### src/mmd_pkg.sv
// Address map constants and shared types for the memory map decoder.
// Assumes a 32-bit byte address space seen by all bus masters.
package mmd_pkg;

	// ***************************************
	// Region bases and sizes
	// ***************************************
	localparam logic [31:0] MMD_ROM_BASE = 32'h0000_0000;
	localparam logic [31:0] MMD_ROM_SIZE = 32'h0001_0000;
	localparam logic [31:0] MMD_CODE_BASE = 32'h000b_0000;
	localparam logic [31:0] MMD_CODE_SIZE = 32'h0006_8000;
	localparam logic [31:0] MMD_DATA_BASE = 32'h0011_8000;
	localparam logic [31:0] MMD_DATA_SIZE = 32'h0001_0000;
	localparam logic [31:0] MMD_ALIAS_BASE = 32'h2000_0000;
	localparam logic [31:0] MMD_SBB_BASE = 32'h2200_0000;
	localparam logic [31:0] MMD_SBB_SIZE = 32'h0020_0000;
	localparam logic [31:0] MMD_REG_BASE = 32'h4000_0000;
	localparam logic [31:0] MMD_REG_SIZE = 32'h0010_0000;
	localparam logic [31:0] MMD_ECREG_BASE = 32'h4000_0000;
	localparam logic [31:0] MMD_ECREG_SIZE = 32'h0001_0000;
	localparam logic [31:0] MMD_GPIO_BASE = 32'h4008_0000;
	localparam logic [31:0] MMD_GPIO_SIZE = 32'h0001_0000;
	localparam logic [31:0] MMD_CRYPTO_BASE = 32'h4010_0000;
	localparam logic [31:0] MMD_CRYPTO_SIZE = 32'h0000_4000;
	localparam logic [31:0] MMD_RBB_BASE = 32'h4200_0000;
	localparam logic [31:0] MMD_RBB_SIZE = 32'h0200_0000;

	// ***************************************
	// Types
	// ***************************************
	typedef enum logic [2:0] {
		TGT_NONE,
		TGT_ROM,
		TGT_CODE,
		TGT_DATA,
		TGT_REGS,
		TGT_CRYPTO
	} mmd_tgt_t;

	typedef enum logic [2:0] {
		ST_IDLE,
		ST_ACC,
		ST_MOD,
		ST_WB,
		ST_DONE
	} mmd_fsm_t;

	typedef struct packed {
		mmd_fsm_t st;
		mmd_tgt_t tgt;
		logic [31:0] t_addr;
		logic [31:0] t_wdata;
		logic [31:0] m_rdata;
		logic t_req;
		logic t_write;
		logic t_fetch;
		logic m_ready;
		logic m_done;
		logic m_fault;
		logic bb;
		logic wr;
		logic bb_val;
		logic [4:0] bit_idx;
	} mmd_state_t;

endpackage : mmd_pkg

### src/mmd_decoder.sv
// Memory map decoder: one master port in, one translated target port out.
// Assumes the target answers each t_req with a single-cycle t_ack and data.
// Summary of operation
// RL1 - A 64KB boot ROM is decoded from address zero.
// RL2 - After system reset the first fetches at address zero go to the boot ROM.
// RL3 - A 416KB code SRAM and a 64KB data SRAM are decoded, 480KB in total.
// RL4 - Both SRAMs accept fetches and data accesses; requests are serialised.
// RL5 - The window at 20000000h reaches the data SRAM at 118000h, same size.
// RL6 - Each SRAM bit-band word maps one SRAM bit into bit 0, upper bits zero.
// RL7 - The register bit-band region is a 32-to-1 alias of the register space.
// RL8 - Only device and pin registers are reachable through register bit-band.
// RL9 - A bit-band write is done as read, bit modify, then write back.
// RL10 - Software should avoid bit-band writes to registers with read effects.
// RL11 - Bit-band access by any master other than the processor faults.
// RL12 - SRAM bit-band starts at 22000000h, register bit-band at 42000000h.
// RL13 - The cryptographic RAM window spans 40100000h to 40103fffh.
`timescale 1ns/1ps
module mmd_decoder
	import mmd_pkg::*;
(
	// Clock and reset
	input wire logic clk,
	input wire logic reset_n,
	// Master request
	input wire logic m_req,
	input wire logic [31:0] m_addr,
	input wire logic m_write,
	input wire logic [31:0] m_wdata,
	input wire logic m_is_cpu,
	input wire logic m_fetch,
	// Master answer
	output logic m_ready,
	output logic m_done,
	output logic m_fault,
	output logic [31:0] m_rdata,
	// Target request
	output logic t_req,
	output mmd_pkg::mmd_tgt_t t_sel,
	output logic [31:0] t_addr,
	output logic t_write,
	output logic [31:0] t_wdata,
	output logic t_fetch,
	// Target answer
	input wire logic t_ack,
	input wire logic [31:0] t_rdata
);
	import mmd_pkg::*;

	// ***************************************
	// State
	// ***************************************
	localparam mmd_state_t MMD_RST = '{
		st: ST_IDLE,
		tgt: TGT_NONE,
		m_ready: 1'b1,
		default: '0
	};

	mmd_state_t r_reg;
	mmd_state_t r_next;

	function automatic logic in_rng(
		input logic [31:0] a,
		input logic [31:0] base,
		input logic [31:0] size
	);
		logic [31:0] d;
		d = a - base;
		return d < size;
	endfunction : in_rng

	// ***************************************
	// Decode and sequencing
	// ***************************************
	always_comb
	begin
		mmd_tgt_t tg;
		logic [31:0] pa;
		logic [31:0] off;
		logic [31:0] mw;
		logic bb;
		logic [4:0] bi;
		logic flt;
		tg = TGT_NONE;
		pa = m_addr;
		off = '0;
		mw = t_rdata;
		bb = 1'b0;
		bi = '0;
		flt = 1'b0;
		r_next = r_reg;

		// RL1 RL2 boot ROM at zero
		if (in_rng(m_addr, MMD_ROM_BASE, MMD_ROM_SIZE))
		begin
			tg = TGT_ROM;
		end
		// RL3 code SRAM
		else if (in_rng(m_addr, MMD_CODE_BASE, MMD_CODE_SIZE))
		begin
			tg = TGT_CODE;
		end
		// RL3 data SRAM
		else if (in_rng(m_addr, MMD_DATA_BASE, MMD_DATA_SIZE))
		begin
			tg = TGT_DATA;
		end
		// RL5 alias window
		else if (in_rng(m_addr, MMD_ALIAS_BASE, MMD_DATA_SIZE))
		begin
			tg = TGT_DATA;
			pa = MMD_DATA_BASE + (m_addr - MMD_ALIAS_BASE);
		end
		// RL12 SRAM bit-band word to bit
		else if (in_rng(m_addr, MMD_SBB_BASE, MMD_SBB_SIZE))
		begin
			off = m_addr - MMD_SBB_BASE;
			tg = TGT_DATA;
			bb = 1'b1;
			bi = off[6:2];
			pa = MMD_DATA_BASE + {5'h00, off[31:7], 2'h0};
		end
		else if (in_rng(m_addr, MMD_REG_BASE, MMD_REG_SIZE))
		begin
			tg = TGT_REGS;
		end
		// RL13 crypto window
		else if (in_rng(m_addr, MMD_CRYPTO_BASE, MMD_CRYPTO_SIZE))
		begin
			tg = TGT_CRYPTO;
		end
		// RL7 register bit-band alias
		else if (in_rng(m_addr, MMD_RBB_BASE, MMD_RBB_SIZE))
		begin
			off = m_addr - MMD_RBB_BASE;
			bb = 1'b1;
			bi = off[6:2];
			pa = MMD_REG_BASE + {5'h00, off[31:7], 2'h0};
			// RL8 only device and pin registers
			if (in_rng(pa, MMD_ECREG_BASE, MMD_ECREG_SIZE)
				|| in_rng(pa, MMD_GPIO_BASE, MMD_GPIO_SIZE))
			begin
				tg = TGT_REGS;
			end
		end

		// RL11 bit-band is processor only
		flt = (tg == TGT_NONE) || (tg == TGT_ROM && m_write) || (bb && !m_is_cpu);

		unique case (r_reg.st)
			ST_IDLE:
			begin
				if (m_req)
				begin
					r_next.m_ready = 1'b0;
					r_next.wr = m_write;
					if (flt)
					begin
						r_next.m_fault = 1'b1;
						r_next.m_rdata = '0;
						r_next.m_done = 1'b1;
						r_next.st = ST_DONE;
					end
					else
					begin
						r_next.m_fault = 1'b0;
						r_next.t_req = 1'b1;
						r_next.tgt = tg;
						r_next.t_addr = pa;
						// RL9 bit-band write starts with a read
						r_next.t_write = m_write && !bb;
						r_next.t_wdata = m_wdata;
						// RL4 fetch flag passes to the SRAM
						r_next.t_fetch = m_fetch;
						r_next.bb = bb;
						r_next.bit_idx = bi;
						r_next.bb_val = m_wdata[0];
						r_next.st = ST_ACC;
					end
				end
			end
			ST_ACC:
			begin
				if (t_ack)
				begin
					r_next.t_req = 1'b0;
					if (r_reg.bb && r_reg.wr)
					begin
						// RL9 modify the selected bit
						mw[r_reg.bit_idx] = r_reg.bb_val;
						r_next.t_wdata = mw;
						r_next.st = ST_MOD;
					end
					else
					begin
						r_next.t_write = 1'b0;
						// RL6 bit-band read returns bit 0 only
						r_next.m_rdata = r_reg.bb ? {31'h0, t_rdata[r_reg.bit_idx]} : t_rdata;
						r_next.m_done = 1'b1;
						r_next.st = ST_DONE;
					end
				end
			end
			ST_MOD:
			begin
				// RL9 write back to the same word
				r_next.t_req = 1'b1;
				r_next.t_write = 1'b1;
				r_next.st = ST_WB;
			end
			ST_WB:
			begin
				if (t_ack)
				begin
					r_next.t_req = 1'b0;
					r_next.t_write = 1'b0;
					r_next.m_rdata = '0;
					r_next.m_done = 1'b1;
					r_next.st = ST_DONE;
				end
			end
			ST_DONE:
			begin
				r_next.m_done = 1'b0;
				r_next.m_ready = 1'b1;
				r_next.st = ST_IDLE;
			end
		endcase
	end

	always_ff @(posedge clk or negedge reset_n)
	begin
		if (!reset_n)
		begin
			r_reg <= MMD_RST;
		end
		else
		begin
			r_reg <= r_next;
		end
	end

	// ***************************************
	// Outputs
	// ***************************************
	assign m_ready = r_reg.m_ready;
	assign m_done = r_reg.m_done;
	assign m_fault = r_reg.m_fault;
	assign m_rdata = r_reg.m_rdata;
	assign t_req = r_reg.t_req;
	assign t_sel = r_reg.tgt;
	assign t_addr = r_reg.t_addr;
	assign t_write = r_reg.t_write;
	assign t_wdata = r_reg.t_wdata;
	assign t_fetch = r_reg.t_fetch;

	logic take;
	assign take = m_req && m_ready;
endmodule : mmd_decoder

### config.mk
export PLATFORM = sky130hd
export DESIGN_NAME = mmd_decoder
export DESIGN_NICKNAME = d
export VERILOG_FILES = /design/src/mmd_pkg.sv /design/src/mmd_decoder.sv
export SDC_FILE = /design/constraint.sdc
export NUM_CORES = 1
export LEC_CHECK = 0
export ABC_AREA = 1
export BUFFER_PORTS_ARGS = -buffer_cell sky130_fd_sc_hd__buf_2
export CAP_MARGIN = 20
export CORE_ASPECT_RATIO = 0.9
export CORE_MARGIN = 10
export CORE_UTILIZATION = 60
export CTS_CLUSTER_DIAMETER = 80
export CTS_CLUSTER_SIZE = 24
export DETAILED_ROUTE_END_ITERATION = 6
export PLACE_DENSITY = 0.87
export SYNTH_ARGS = -nofsm -noshare
export SYNTH_HDL_FRONTEND = slang
export SYNTH_SLANG_ARGS = --single-unit
### constraint.sdc
create_clock -name clk -period 2.9 [get_ports clk]
set_input_delay 0.435 -clock clk [delete_from_list [all_inputs] [get_ports clk]]
set_output_delay 0.435 -clock clk [all_outputs]
set_load 0.05 [all_outputs]
==> metrics.yaml <==
status: "completed"
path_max_fanout: 8
final_core_util_pct: 74.0
drv_slew: 0
routed_wl_um: 31600
ant_nets: 0
grt_max_degree: 72
die_area_um2: 21100
clock-sinks: 116
cp_data_required_time_ns: 3.24
post-route-min-period_ns: 2.71
hpwl_um: 24100
seq_area_frac_synth_pct: 30.9
antenna_found_initial: 3
design.portCount: 208
clk_latency_ns: 0.42
synth_edf_count: 0
peakVddDrop_mv: 1.16
grt_usage_pct: 28.7
cts_root_buf: "clkbuf_16"
hp-class: "in -> async"
syn_area_um2: 9410
max_freq_mhz: 369
yosysTopAreaCell: "dfrtp_1"
yosysWarnings: 0
start_util_pct: 61.1
drt_pass1_iterations: 6
gp_congestion: 0.985
num_vias: 9961
slew_headroom_pct: 37.1
power_mw: 9.36
drt_iter0_markers: 1363
syn_nets: 1507
synth_ff_type: "dfrtp_1"
cts_inserted_buffers: 17
drive_gt1_share_pct: 29.7
std_cell_rows: 43
core_um2: 15400
areaGrowthSynthToFinish_pct: 21.0
p_leak_nw: 6.43
hold_buffers: 0
via_per_inst: 5.56
arrival_ns: 3.06
worst_pin_slew_ns: 0.944
fin_crit_sh_pct: 93.5
synth.area.top_cells: "dfrtp_1 31%, nand2_1 19%, buf_4 8.3%"
die_h_um: 139
syn_avg_cell_area_um2: 6.81
yosys.cell_types.count: 56
cap_violations: 0
critPathLaunchType: "primary input"
synth-async-reset-ratio_pct: 100
end_kind: "register"
grt_overflow: 0
cts_tree: "built"
fin_nets: 1701
grt_pass1_wl_um: 50300
dp.cells: 1757
path_class: "in -> reg"
post-place-ws_ns: -0.224
dieWidth_um: 152
yosys.area.top_type_share_pct: 30.6
synth_seq_cells: 116
drc: 0
io_buffer_count: 207
h-tree-depth: 4
grt_pass1_vias: 9487
tns_ns: 0
power-per-cell-area_nw_per_um2: 822
finalHoldViolations: 0
cts.clk_slew.worst_paths_ns: 0.06
fin_ws_ns: 0.188
clock_path_buffers: 2
layout.cells.non_filler: 1793
setup_violations: 0
skew_ns: 0.0120
wl_per_cell_um: 17.6
netlist_instances: 1382
[area by class of cell]
type	instances	area [um^2]
Timing Repair Buffer	330	2080
Fill cell	1251	4010
Inverter	131	497
Multi-Input combinational cell	980	5000
Clock inverter	15	220
Sequential cell	116	2900
Tap cell	202	253
Antenna cell	2	5.00
Clock buffer	17	425
[kinds of logic after synthesis]
group                      share of synthesized area [%]
xor gates and xnor gates                            1.76
muxes                                              0.319
AOI/OAI and AO/OA                                   13.2
adders and majority gates                           2.93
and+or+nand+nor                                     34.0
DFF                                                 30.9
buffers and inverters                               16.9
[metrics by stage]
stage | hold slack [ns] | area (um^2)
6_report | 0.129 | 11400
5_1_grt | 0.204 | 11400
3_5_place_dp | 0.447 | 10600
2_1_floorplan | 0.139 | 9410
3_3_place_gp | 0.445 | 10600
4_1_cts | 0.176 | 11300
[timing repair]
item | 4_1_cts | 5_1_grt
endpoints found under the setup margin | 0 | 76
resized for setup | 0 | 18
buffers inserted | 0 | 1
endpoints found under the hold margin | 0 | 0
[placed cells by master (no fill, tap or decap), drive strengths merged, types with 2 or more instances in the layout]
cell    count
o31ai       2
bufinv      4
nor2       85
o221ai      4
or2         3
mux2i       3
o21ai     115
clkinv      9
inv       132
o211ai     14
diode       2
nand3      94
nand2     524
clkbuf     18
a22oi       9
ha         22
o22ai       8
buf       329
nand4       6
xor2       17
nor3       21
a221oi      2
a21oi      37
dfrtp     115
[layer usage]
metal	global-route usage [%]	part of all wire, %
met4	7.44	1.8
met5	0	0.041
met1	40.5	44
met2	42.2	43
met3	7.88	11
[power breakdown]
group | switching (mW) | internal (mW)
Combinational | 3.38 | 1.28
Clock | 0.859 | 1.46
Sequential | 0.327 | 2.05
Total | 4.56 | 4.79
[critical path, cell delays in order]
cell	delay, ns
buf_2	0.11
inv_1	0.11
buf_4	0.17
ha_2	0.22
inv_1	0.09
nor2_1	0.11
nand3_1	0.10
nand3_2	0.12
nor2_1	0.05
nor2_1	0.17
nand2_1	0.07
nor2_1	0.11
nand2_1	0.06
nand3_1	0.08
nor2_1	0.06
nand2_2	0.14
nand2_8	0.09
buf_4	0.14
inv_2	0.06
nand2_2	0.09
nand2_8	0.14
buf_4	0.19
nand2_1	0.08
o21ai_2	0.06
[worst paths after layout]
path / start / endpoint / slack, ns / depth (start not counted)
min in group clk: m_fetch / t_fetch / 0.25 / 3
max: m_addr[21] / m_rdata[24] / 0.19 / 24
min: reset_n / m_rdata[11] / 0.13 / 1
max in group asynchronous: reset_n / t_wdata[22] / 2.04 / 2
min reg2reg: t_addr[29] / t_addr[29] / 0.47 / 2
max reg2reg: r_reg[1] / m_rdata[0] / 0.53 / 9
[synthesized netlist by cell type (2+ instances only)]
cell / instances
nand2_4: 3
nor2_4: 3
nand4_1: 6
o211ai_1: 14
o21ai_1: 25
clkinv_1: 4
a21oi_1: 36
nand2_8: 5
or2_2: 2
nand3_2: 3
clkbuf_1: 23
buf_6: 8
nand2_1: 483
buf_12: 3
nor2_1: 78
o22ai_1: 8
dfrtp_1: 115
o21ai_0: 60
buf_2: 15
nor2_2: 3
a221oi_1: 2
nand2_2: 33
xor2_1: 16
nor3_1: 20
buf_1: 2
mux2i_1: 3
o221ai_1: 4
o21ai_2: 30
buf_4: 104
o31ai_1: 2
ha_1: 22
a22oi_1: 9
inv_1: 121
nand3_1: 91
inv_2: 5
Note: power is estimated with default switching activity, not from simulation.
